--- src/tct_pkg.sv ---
// Shared constants and types for the three channel interval timer.
// Assumes a 32-bit AXI4-Lite register port with an 8-bit byte address.
package tct_pkg;

	// ----------------------------------------------------------------
	// Register map (byte addresses)
	// ----------------------------------------------------------------
	localparam int         TCT_AW       = 8;
	localparam logic [7:0] TCT_CTL0     = 8'h00;  // +4 per channel
	localparam logic [7:0] TCT_CNT0     = 8'h10;  // +4 per channel
	localparam logic [7:0] TCT_CMD      = 8'h20;
	localparam logic [7:0] TCT_LAT0     = 8'h30;  // +4 per channel
	localparam logic [7:0] TCT_ROUTE    = 8'h40;

	// ----------------------------------------------------------------
	// Field positions
	// ----------------------------------------------------------------
	localparam int TCT_CTL_BCD      = 3;   // Mode sits in bits 2:0
	localparam int TCT_CMD_TRIG     = 4;   // Latch bits 2:0, triggers 6:4
	localparam int TCT_ST_OUT       = 4;   // Latch-valid 2:0, outputs 6:4
	localparam int TCT_RT_STRIDE    = 8;   // Per general channel in ROUTE
	localparam int TCT_RT_GSEL      = 4;   // Out enables 2:0, gate select 5:4

	// ----------------------------------------------------------------
	// Values after reset
	// ----------------------------------------------------------------
	localparam logic [3:0]  TCT_CTL_RST   = 4'h0;
	localparam logic [15:0] TCT_ROUTE_RST = 16'h2020;  // Gates forced on, outputs off
	localparam logic [15:0] TCT_CNT_RST   = 16'h0000;

	// ----------------------------------------------------------------
	// Types
	// ----------------------------------------------------------------
	localparam logic [1:0] TCT_RESP_OKAY   = 2'b00;
	localparam logic [1:0] TCT_RESP_SLVERR = 2'b10;

	typedef enum logic [2:0] {
		TCT_M_TC      = 3'b000,
		TCT_M_ONESHOT = 3'b001,
		TCT_M_RATE    = 3'b010,
		TCT_M_SQUARE  = 3'b011,
		TCT_M_SWSTB   = 3'b100,
		TCT_M_HWSTB   = 3'b101,
		TCT_M_EVENT   = 3'b110
	} tct_mode_t;

	typedef enum logic [1:0] {
		TCT_G_TERM = 2'b00,
		TCT_G_PIO  = 2'b01,
		TCT_G_ON   = 2'b10
	} tct_gsel_t;

	typedef struct packed {
		logic [15:0] count;
		logic [15:0] reload;
		logic        out;
		logic        run;
	} tct_chan_t;

	typedef struct packed {
		logic            tick;
		logic            gate;
		logic            gate_rise;
		logic            ctl_we;
		logic            load_we;
		logic            sw_trig;
		logic [2:0]      mode;
		logic            bcd;
		logic [15:0]     load_val;
	} tct_chan_in_t;

endpackage

--- src/tct_channel.sv ---
// One 16-bit down counter with its seven counting functions.
// Assumes tick, gate and gate_rise are already synchronised to aclk.
`timescale 1ns/1ps
module tct_channel
	import tct_pkg::*;
(
	// Clock and reset
	input  wire logic         aclk,
	input  wire logic         aresetn,
	// Control from the register file
	input  wire tct_chan_in_t ci,
	// Channel state
	output tct_chan_t         st
);

	tct_chan_t q, n;
	tct_mode_t mode;

	assign mode = tct_mode_t'(ci.mode);
	assign st   = q;

	// ----------------------------------------------------------------
	// Arithmetic helpers
	// ----------------------------------------------------------------
	function automatic logic [15:0] dec(input logic [15:0] v, input logic bcd);
		logic [15:0] r;
		logic        bw;
		r  = v;
		bw = 1'b1;
		if (!bcd) begin
			r = v - 16'h0001;
		end else begin
			for (int d = 0; d < 4; d++) begin
				if (bw) begin
					if (v[d*4 +: 4] == 4'h0) begin
						r[d*4 +: 4] = 4'h9;
					end else begin
						r[d*4 +: 4] = v[d*4 +: 4] - 4'h1;
						bw          = 1'b0;
					end
				end
			end
		end
		return r;
	endfunction

	// Halving digit by digit keeps square-wave phases exact in BCD
	function automatic logic [15:0] half(input logic [15:0] v, input logic bcd);
		logic [15:0] r;
		logic        odd;
		logic [3:0]  dg;
		r   = {1'b0, v[15:1]};
		odd = 1'b0;
		if (bcd) begin
			for (int d = 3; d >= 0; d--) begin
				dg           = v[d*4 +: 4];
				r[d*4 +: 4]  = {1'b0, dg[3:1]} + (odd ? 4'h5 : 4'h0);
				odd          = dg[0];
			end
		end
		// A loaded zero stands for the full range, whose half is not v/2
		if (v == 16'h0000) begin
			r = bcd ? 16'h5000 : 16'h8000;
		end
		return r;
	endfunction

	// ----------------------------------------------------------------
	// Next state
	// ----------------------------------------------------------------
	logic        trig;
	logic [15:0] nxt;
	logic        at_one;

	always_comb begin
		n      = q;
		trig   = ci.gate_rise | ci.sw_trig;
		nxt    = dec(q.count, ci.bcd);
		at_one = (q.count == 16'h0001);
		if (ci.ctl_we) begin
			n.run = 1'b0;
			n.out = !(mode == TCT_M_TC || mode == TCT_M_EVENT);
		end else if (ci.load_we) begin
			n.reload = ci.load_val;
			n.count  = ci.load_val;
			n.run    = !(mode == TCT_M_ONESHOT || mode == TCT_M_HWSTB);
			n.out    = !(mode == TCT_M_TC || mode == TCT_M_EVENT);
		end else if (trig && (mode == TCT_M_ONESHOT || mode == TCT_M_HWSTB)) begin
			n.count = q.reload;
			n.run   = 1'b1;
			n.out   = (mode != TCT_M_ONESHOT);
		end else if (ci.tick && q.run) begin
			unique case (mode)
				TCT_M_TC, TCT_M_EVENT: begin
					if (ci.gate) begin
						n.count = nxt;
						if (at_one) begin
							n.out = 1'b1;
						end
					end
				end
				TCT_M_ONESHOT: begin
					n.count = nxt;
					if (at_one) begin
						n.out = 1'b1;
						n.run = 1'b0;
					end
				end
				TCT_M_RATE: begin
					if (ci.gate) begin
						n.out   = !at_one;
						n.count = at_one ? q.reload : nxt;
					end
				end
				TCT_M_SQUARE: begin
					if (ci.gate) begin
						if (at_one) begin
							n.count = q.reload;
							n.out   = 1'b1;
						end else begin
							n.count = nxt;
							if (nxt == half(q.reload, ci.bcd)) begin
								n.out = 1'b0;
							end
						end
					end
				end
				TCT_M_SWSTB, TCT_M_HWSTB: begin
					if (mode == TCT_M_HWSTB || ci.gate) begin
						if (!q.out) begin
							n.out = 1'b1;
							n.run = 1'b0;
						end else begin
							n.count = nxt;
							n.out   = !at_one;
						end
					end
				end
				default: begin
					n.run = 1'b0;
				end
			endcase
		end
	end

	always_ff @(posedge aclk) begin
		if (!aresetn) begin
			q <= '{count: TCT_CNT_RST, reload: TCT_CNT_RST, out: 1'b1, run: 1'b0};
		end else begin
			q <= n;
		end
	end

endmodule

--- src/tct_timer.sv ---
// Three channel 16-bit interval timer / event counter with AXI4-Lite registers.
// Assumes counting clocks and gate sources arrive as pins outside the aclk domain.
//
// What this block does
// - Three independent 16-bit channels each work as interval timer or event counter.
// - Each channel counts in binary or in BCD, chosen per channel.
// - Channel two drives the serial baud clock; channels zero and one are general use.
// - General channels route outputs and pick gate sources by static configuration.
// - Software picks one of seven counting functions per channel by writing its control register.
// - The running count of each channel can be read at any time without stopping it.
// - A latch command captures a running count so software reads a stable value.
// - In terminal-count function the output rises as an interrupt at terminal count.
// - In rate function the output is low one counting clock out of every N.
// - In square-wave function the output is high for half the count, low for the rest.
// - The one-shot goes low on trigger or command, high at terminal count, retriggerable.
`timescale 1ns/1ps
module tct_timer
	import tct_pkg::*;
(
	// Clock and reset
	input  wire logic              aclk,
	input  wire logic              aresetn,
	// AXI4-Lite write address and data
	input  wire logic [TCT_AW-1:0] s_axi_awaddr,
	input  wire logic              s_axi_awvalid,
	output logic                   s_axi_awready,
	input  wire logic [31:0]       s_axi_wdata,
	input  wire logic [3:0]        s_axi_wstrb,
	input  wire logic              s_axi_wvalid,
	output logic                   s_axi_wready,
	// AXI4-Lite write response
	output logic [1:0]             s_axi_bresp,
	output logic                   s_axi_bvalid,
	input  wire logic              s_axi_bready,
	// AXI4-Lite read
	input  wire logic [TCT_AW-1:0] s_axi_araddr,
	input  wire logic              s_axi_arvalid,
	output logic                   s_axi_arready,
	output logic [31:0]            s_axi_rdata,
	output logic [1:0]             s_axi_rresp,
	output logic                   s_axi_rvalid,
	input  wire logic              s_axi_rready,
	// Counting clocks and gate sources (pins)
	input  wire logic [2:0]        cnt_clk_pin,
	input  wire logic [1:0]        gate_term_pin,
	input  wire logic [1:0]        gate_pio_pin,
	// Routed outputs of the general channels
	output logic [1:0]             irq_req,
	output logic [1:0]             pio_drv,
	output logic [1:0]             periph_in,
	// Serial baud clock
	output logic                   baud_clk
);

	// ----------------------------------------------------------------
	// State
	// ----------------------------------------------------------------
	typedef struct packed {
		logic             awready;
		logic             bvalid;
		logic [1:0]       bresp;
		logic             arready;
		logic             rvalid;
		logic [1:0]       rresp;
		logic [31:0]      rdata;
		logic [2:0][3:0]  ctl;
		logic [15:0]      route;
		logic [2:0][15:0] lat;
		logic [2:0]       latv;
		logic [2:0]       clk_s1;
		logic [2:0]       clk_s2;
		logic [2:0]       clk_s3;
		logic [1:0]       gt_s1;
		logic [1:0]       gt_s2;
		logic [1:0]       gp_s1;
		logic [1:0]       gp_s2;
		logic [2:0]       gate_prev;
		logic [1:0]       irq;
		logic [1:0]       pio;
		logic [1:0]       per;
		logic             baud;
	} tct_top_t;

	tct_top_t     q, n;
	tct_chan_in_t ci   [3];
	tct_chan_t    cs   [3];
	logic [2:0]   gate_lvl;
	logic         wr_en;
	logic         wr_go;
	logic         rd_go;
	logic         wr_full;

	// Write happens in the cycle the address/data handshake completes
	assign wr_en   = q.awready;
	assign wr_go   = s_axi_awvalid & s_axi_wvalid & !q.awready & !q.bvalid;
	assign rd_go   = s_axi_arvalid & !q.arready & !q.rvalid;
	assign wr_full = (s_axi_wstrb[1:0] == 2'b11);

	// ----------------------------------------------------------------
	// Channels
	// ----------------------------------------------------------------
	genvar gi;
	generate
		for (gi = 0; gi < 3; gi++) begin : g_ch
			logic [1:0] gsel;
			logic       ctl_hit;
			if (gi < 2) begin : g_gen
				assign gsel = q.route[gi*TCT_RT_STRIDE + TCT_RT_GSEL +: 2];
				assign gate_lvl[gi] = (gsel == TCT_G_TERM) ? q.gt_s2[gi] :
				                      (gsel == TCT_G_PIO)  ? q.gp_s2[gi] : 1'b1;
			end else begin : g_baud
				assign gsel         = TCT_G_ON;
				assign gate_lvl[gi] = 1'b1;
			end
			assign ci[gi].tick      = q.clk_s2[gi] & !q.clk_s3[gi];
			assign ci[gi].gate      = gate_lvl[gi];
			assign ci[gi].gate_rise = gate_lvl[gi] & !q.gate_prev[gi];
			assign ctl_hit          = wr_en & s_axi_wstrb[0]
			                        & (s_axi_awaddr == TCT_CTL0 + 8'(gi * 4));
			assign ci[gi].ctl_we    = ctl_hit;
			assign ci[gi].load_we   = wr_en & wr_full
			                        & (s_axi_awaddr == TCT_CNT0 + 8'(gi * 4));
			assign ci[gi].sw_trig   = wr_en & s_axi_wstrb[0] & (s_axi_awaddr == TCT_CMD)
			                        & s_axi_wdata[TCT_CMD_TRIG + gi];
			// A control write sets the idle output from the new mode, not the old one
			assign ci[gi].mode      = ctl_hit ? s_axi_wdata[2:0] : q.ctl[gi][2:0];
			assign ci[gi].bcd       = q.ctl[gi][TCT_CTL_BCD];
			assign ci[gi].load_val  = s_axi_wdata[15:0];

			tct_channel u_ch (
				.aclk    (aclk),
				.aresetn (aresetn),
				.ci      (ci[gi]),
				.st      (cs[gi])
			);
		end
	endgenerate

	// ----------------------------------------------------------------
	// Register file and routing
	// ----------------------------------------------------------------
	logic [7:0] ra;
	logic [7:0] wa;

	always_comb begin
		n  = q;
		ra = s_axi_araddr;
		wa = s_axi_awaddr;

		// Pins pass two flops before anything looks at them
		n.clk_s1    = cnt_clk_pin;
		n.clk_s2    = q.clk_s1;
		n.clk_s3    = q.clk_s2;
		n.gt_s1     = gate_term_pin;
		n.gt_s2     = q.gt_s1;
		n.gp_s1     = gate_pio_pin;
		n.gp_s2     = q.gp_s1;
		n.gate_prev = gate_lvl;

		// Write channel
		n.awready = wr_go;
		if (q.bvalid && s_axi_bready) begin
			n.bvalid = 1'b0;
		end
		if (wr_en) begin
			n.bvalid = 1'b1;
			n.bresp  = TCT_RESP_OKAY;
			unique case (wa)
				TCT_CTL0, TCT_CTL0 + 8'h04, TCT_CTL0 + 8'h08: begin
					if (s_axi_wstrb[0]) begin
						n.ctl[wa[3:2]] = s_axi_wdata[3:0];
					end
				end
				TCT_CNT0, TCT_CNT0 + 8'h04, TCT_CNT0 + 8'h08: begin
					if (!wr_full) begin
						n.bresp = TCT_RESP_SLVERR;   // Half a count would corrupt the load
					end
				end
				TCT_CMD: ;
				TCT_ROUTE: begin
					if (s_axi_wstrb[0]) begin
						n.route[7:0] = s_axi_wdata[7:0];
					end
					if (s_axi_wstrb[1]) begin
						n.route[15:8] = s_axi_wdata[15:8];
					end
				end
				default: begin
					n.bresp = TCT_RESP_SLVERR;
				end
			endcase
		end

		// Read channel
		n.arready = rd_go;
		if (q.rvalid && s_axi_rready) begin
			n.rvalid = 1'b0;
		end
		if (q.arready) begin
			n.rvalid = 1'b1;
			n.rresp  = TCT_RESP_OKAY;
			n.rdata  = 32'h0000_0000;
			unique case (ra)
				TCT_CTL0, TCT_CTL0 + 8'h04, TCT_CTL0 + 8'h08: begin
					n.rdata[3:0] = q.ctl[ra[3:2]];
				end
				TCT_CNT0, TCT_CNT0 + 8'h04, TCT_CNT0 + 8'h08: begin
					n.rdata[15:0] = cs[ra[3:2]].count;
				end
				TCT_CMD: begin
					n.rdata[2:0] = q.latv;
					n.rdata[TCT_ST_OUT +: 3] = {cs[2].out, cs[1].out, cs[0].out};
				end
				TCT_LAT0, TCT_LAT0 + 8'h04, TCT_LAT0 + 8'h08: begin
					n.rdata[15:0]     = q.lat[ra[3:2]];
					n.latv[ra[3:2]]   = 1'b0;
				end
				TCT_ROUTE: begin
					n.rdata[15:0] = q.route;
				end
				default: begin
					n.rresp = TCT_RESP_SLVERR;
				end
			endcase
		end

		// Latch command wins over a same-cycle read of the latched value
		if (wr_en && s_axi_wstrb[0] && wa == TCT_CMD) begin
			for (int i = 0; i < 3; i++) begin
				if (s_axi_wdata[i]) begin
					n.lat[i]  = cs[i].count;
					n.latv[i] = 1'b1;
				end
			end
		end

		// Static output routing, one flop before the pins
		for (int i = 0; i < 2; i++) begin
			n.irq[i] = cs[i].out & q.route[i*TCT_RT_STRIDE + 0];
			n.pio[i] = cs[i].out & q.route[i*TCT_RT_STRIDE + 1];
			n.per[i] = cs[i].out & q.route[i*TCT_RT_STRIDE + 2];
		end
		n.baud = cs[2].out;
	end

	always_ff @(posedge aclk) begin
		if (!aresetn) begin
			q       <= '0;
			q.ctl   <= {3{TCT_CTL_RST}};
			q.route <= TCT_ROUTE_RST;
		end else begin
			q <= n;
		end
	end

	// ----------------------------------------------------------------
	// Outputs
	// ----------------------------------------------------------------
	assign s_axi_awready = q.awready;
	assign s_axi_wready  = q.awready;
	assign s_axi_bvalid  = q.bvalid;
	assign s_axi_bresp   = q.bresp;
	assign s_axi_arready = q.arready;
	assign s_axi_rvalid  = q.rvalid;
	assign s_axi_rresp   = q.rresp;
	assign s_axi_rdata   = q.rdata;
	assign irq_req       = q.irq;
	assign pio_drv       = q.pio;
	assign periph_in     = q.per;
	assign baud_clk      = q.baud;

endmodule

--- config.mk ---
export PLATFORM = sky130hd
export DESIGN_NAME = tct_timer
export DESIGN_NICKNAME = d
export VERILOG_FILES = /design/src/tct_pkg.sv /design/src/tct_channel.sv /design/src/tct_timer.sv
export SDC_FILE = /design/constraint.sdc
export NUM_CORES = 1
export LEC_CHECK = 0
export BUFFER_PORTS_ARGS = -buffer_cell sky130_fd_sc_hd__buf_2
export CAP_MARGIN = 20
export CORE_AREA = 2 2 156 158
export CTS_CLUSTER_SIZE = 8
export DETAILED_ROUTE_END_ITERATION = 7
export DIE_AREA = 0 0 158 160
export PLACE_DENSITY = 0.86
export SETUP_SLACK_MARGIN = 0.1
export SYNTH_ARGS = -nofsm -noshare
export SYNTH_HDL_FRONTEND = slang
export SYNTH_HIERARCHICAL = 1
export SYNTH_SLANG_ARGS = --single-unit
--- constraint.sdc ---
create_clock -name aclk -period 5.1 [get_ports aclk]
set_input_delay 0.255 -clock aclk [delete_from_list [all_inputs] [get_ports aclk]]
set_output_delay 0.255 -clock aclk [all_outputs]
set_load 0.02 [all_outputs]
==> results.md <==
* DRC viols at 0
* Slew headroom at between 20% and 30%
* Register area at 0.004604 sq mm
* Top cells by count, synth: dfxtp_1 (230), nand2_1 (225), nor2_1 (183), a21oi_1 (145), mux2i_1 (129)
* Hold WS at ~27 ps
* Grt met2 use at ~58%
* Min-Delay Endpoint: s_axi_arready
* Seq/Total Area, Yosys at between 20 and 30%
* Share of layout cells above drive strength 1 at 10.97%
* Share of the synthesized area in the top cell type at 29.85%
* Max Freq at between 0.2 and 0.3 GHz
* Post-route setup slack at 1244 ps
* Fillers at 1936
* CP max FO at 13
* GRT Overall Usage at a little under two fifths
* Sw frac at 23.89%
* Dpl cell area at about 0.016 sq mm
* RSZ-0062 raised after global routing: false
* Leak at approximately 6.7 nW
* Worst reg-to-reg path cell count at 11
* Largest net degree at the start of global routing at 68
* Count of final hold-check violations at 0
* # rows at 57
* Starting Density at around two thirds
* Overflow left after global routing at 0
* Die ar. at 0.02528 sq mm
* I/O Buffers at 77
* EDFF count, synth at 0
* Vias in the first global route at 13930
* Setup TNS at 0 ps
* Die width at 158 um
* Ys flop type: dfxtp_1
* Setup crit end kind: flip-flop
* Asr flop ratio synth at 0%
* Total Routed Length at between 40 and 50 mm
* Clock Skew at around 18 ps
* DIE HEIGHT at 160 um
* Sw power at 0.9746 mW
* Hold depth at 2
* GP Congestion at between 0.9 and 1
* Power Dens Cells at roughly 250 mW/mm^2
* Clock tree from TritonCTS: built
* Synth Register Bits at 230
* Slew @ Worst Pin at roughly 1200 ps
* Startpoint Class: flip-flop
* First-pass GRT wire length at ~76 mm
* I/O pins at 114
* Worst R2R Start: s_axi_awready
* DR pass1 iterations at 6
* Post-DR vias/cell at slightly below 7
* Outcome: completed
* Gr busiest metal: met2
* Synth Cell Area at 0.01543 sq mm
* Most area-hungry cell type in the Yosys netlist: dfxtp_1
* Synth unique cells at just over 100
* Routed len/inst at 22.13 um
* Post-CTS Resized at 0
* Flop2flop setup slack at about 1200 ps
* Crit Path Category: reg2reg
* CTS Hold Bufs at 9
* Final Instance Area at roughly 0.017 sq mm
* Total power at roughly 4 mW
* Clock power frac at approximately half
* Most common cell in the netlist: dfxtp_1
* Root buf cell: clkbuf_16
* Post-route ant nets at 0
* Total clock sinks at 230
* Critical Path AT at 4280 ps
* Yosys warnings at 6
* Core Util, Final at between 60 and 70%
* Synth top area cells: dfxtp_1 (30%), mux2i_1 (8.4%), nand2_1 (5.5%), a21oi_1 (4.7%), nor2_1 (4.5%)
* Worst VDD drop at ~240 uV
* Multi-input combinational cell area at between 0.009 and 0.01 sq mm
* Via count at 15350
* Mapped Cells at 1932
* Core footprint at between 0.02 and 0.025 sq mm
* Max Transition Viols Final at 0
* Syn Area/Cell at around 8.0 sq um
* Final Cycle Share at 75.61%
* Layout Area Growth over Synthesis at 7.453%
* Hold Path Class: in2reg
* DP HPWL at 33.28 mm
* Hold Path Origin: s_axi_arvalid
* Drt initial violations at roughly 2000
* Clock latency on the worst-skew pair at ~520 ps
* Postcts setup bufs at 0
* Max-cap violations at 0
* Tmin final at between 3000 and 4000 ps
* Worst flop-to-flop path endpoint: g_ch[2].u_ch/st[26]
* Nets at a little over 2000
* Comb pwr share at under 10%
* Non-filler cells, final at roughly 2200
* Initial antenna violation count at 1
* Clk pin slew, worst setup/hold paths at 50 ps
* Share of power burned in registers at 44.9%
* Critical Path RT at about 5500 ps
* Cells after DPL at ~2200
* H-tree depth at 2
* Met1 GRT Util at between 50% and 60%
* Clock Path Buffers at 3
* Internal power at slightly above 3 mW
* # setup viols final at 0
* DP Worst Slack at approximately 1400 ps
* CTS Buf Count at 34
* Met3 Usage GRT at under 10%
[power groups by stage]
stage / sequential (mW) / clock, mW / combinational, mW
after floorplan: 1.86 / 0 / 0.133
after global placement: 1.87 / 0 / 0.207
after detailed placement: 1.87 / 0 / 0.210
after CTS: 1.83 / 2.03 / 0.216
after global routing: 1.83 / 2.12 / 0.236
final: 1.83 / 2.02 / 0.225
[critical path, cell delays in order, from the launching register on]
cell and delay, ps:
dfxtp_1 470, nor4b_4 430, nand4_2 390, mux2_2 480
nor2b_1 190, o21a_1 180, a41oi_2 650, buf_4 330
nor2_1 70, a211oi_1 240, a21oi_1 70, a211oi_1 270
[cell families after synthesis]
family	synth area share [%]
adder cells (fa/ha/maj)	2.985
AND/OR/NAND/NOR	23.17
AO/OA/AOI/OAI	24.27
other	0.04868
buffers and inverters	7.169
flip-flops	29.85
XOR/XNOR	3.163
multiplexers	9.343
[flip-flops by register name, indices dropped and copies added, names as in the netlist, 3 cells and up]
register and cells:
g_ch.u_ch/st 102, q 82, s_axi_rdata 16, n 10
g_ch.gsel 4, ci 3
[worst max-delay path by stage]
stage | from | endpoint | slack, ps | cells after the start
after floorplan | s_axi_awready | g_ch[2].u_ch/st[32] | 1630 | 12
after global placement | s_axi_awready | g_ch[2].u_ch/st[31] | 1440 | 10
after detailed placement | s_axi_awready | g_ch[2].u_ch/st[31] | 1360 | 10
after CTS | s_axi_awready | g_ch[2].u_ch/st[31] | 1330 | 10
after global routing | s_axi_awready | g_ch[2].u_ch/st[30] | 970 | 11
final | s_axi_awready | g_ch[2].u_ch/st[26] | 1240 | 11
[final cells by class]
type	count	share of cell area, %
Antenna cell	1	0.01510
Clock buffer	36	5.366
Clock inverter	2	0.1736
Inverter	44	0.9963
Multi-Input combinational cell	1493	59.20
Sequential cell	230	27.78
Tap cell	324	2.445
Timing Repair Buffer	109	4.031
[layout by cell type (no fill, tap or decap), types with 12 or more instances in the layout]
master | Yosys | final
nor2_1 | 183 | 179
o21ai_0 | 90 | 90
nor4_1 | 28 | 28
buf_4 | 47 | 20
nand4_1 | 12 | 12
buf_2 | 20 | 77
dfxtp_1 | 230 | 230
mux2_2 | 12 | 12
nand2b_1 | 16 | 16
a211oi_1 | 38 | 38
nor3_1 | 31 | 31
conb_1 | 2 | 22
o211ai_1 | 42 | 42
inv_1 | 43 | 43
a22oi_1 | 17 | 17
o2bb2ai_1 | 20 | 20
and2_1 | 32 | 32
ha_1 | 36 | 36
and3_1 | 18 | 18
a31oi_1 | 21 | 21
a21oi_1 | 145 | 145
mux2i_1 | 129 | 129
nand2_1 | 225 | 225
o211a_1 | 15 | 15
xor2_1 | 20 | 20
o221ai_1 | 19 | 19
or3_1 | 12 | 12
o21a_1 | 12 | 12
clkbuf_16 | 0 | 35
nand3_1 | 24 | 24
nor2b_1 | 28 | 28
xnor2_1 | 33 | 33
[routing by layer]
layer	part of all wire, %	up-vias
met5	0	-
met4	5.0	0
met3	13	198
met2	44	979
met1	39	7233
li1	-	6944
Note: power is estimated with default switching activity, not from simulation.
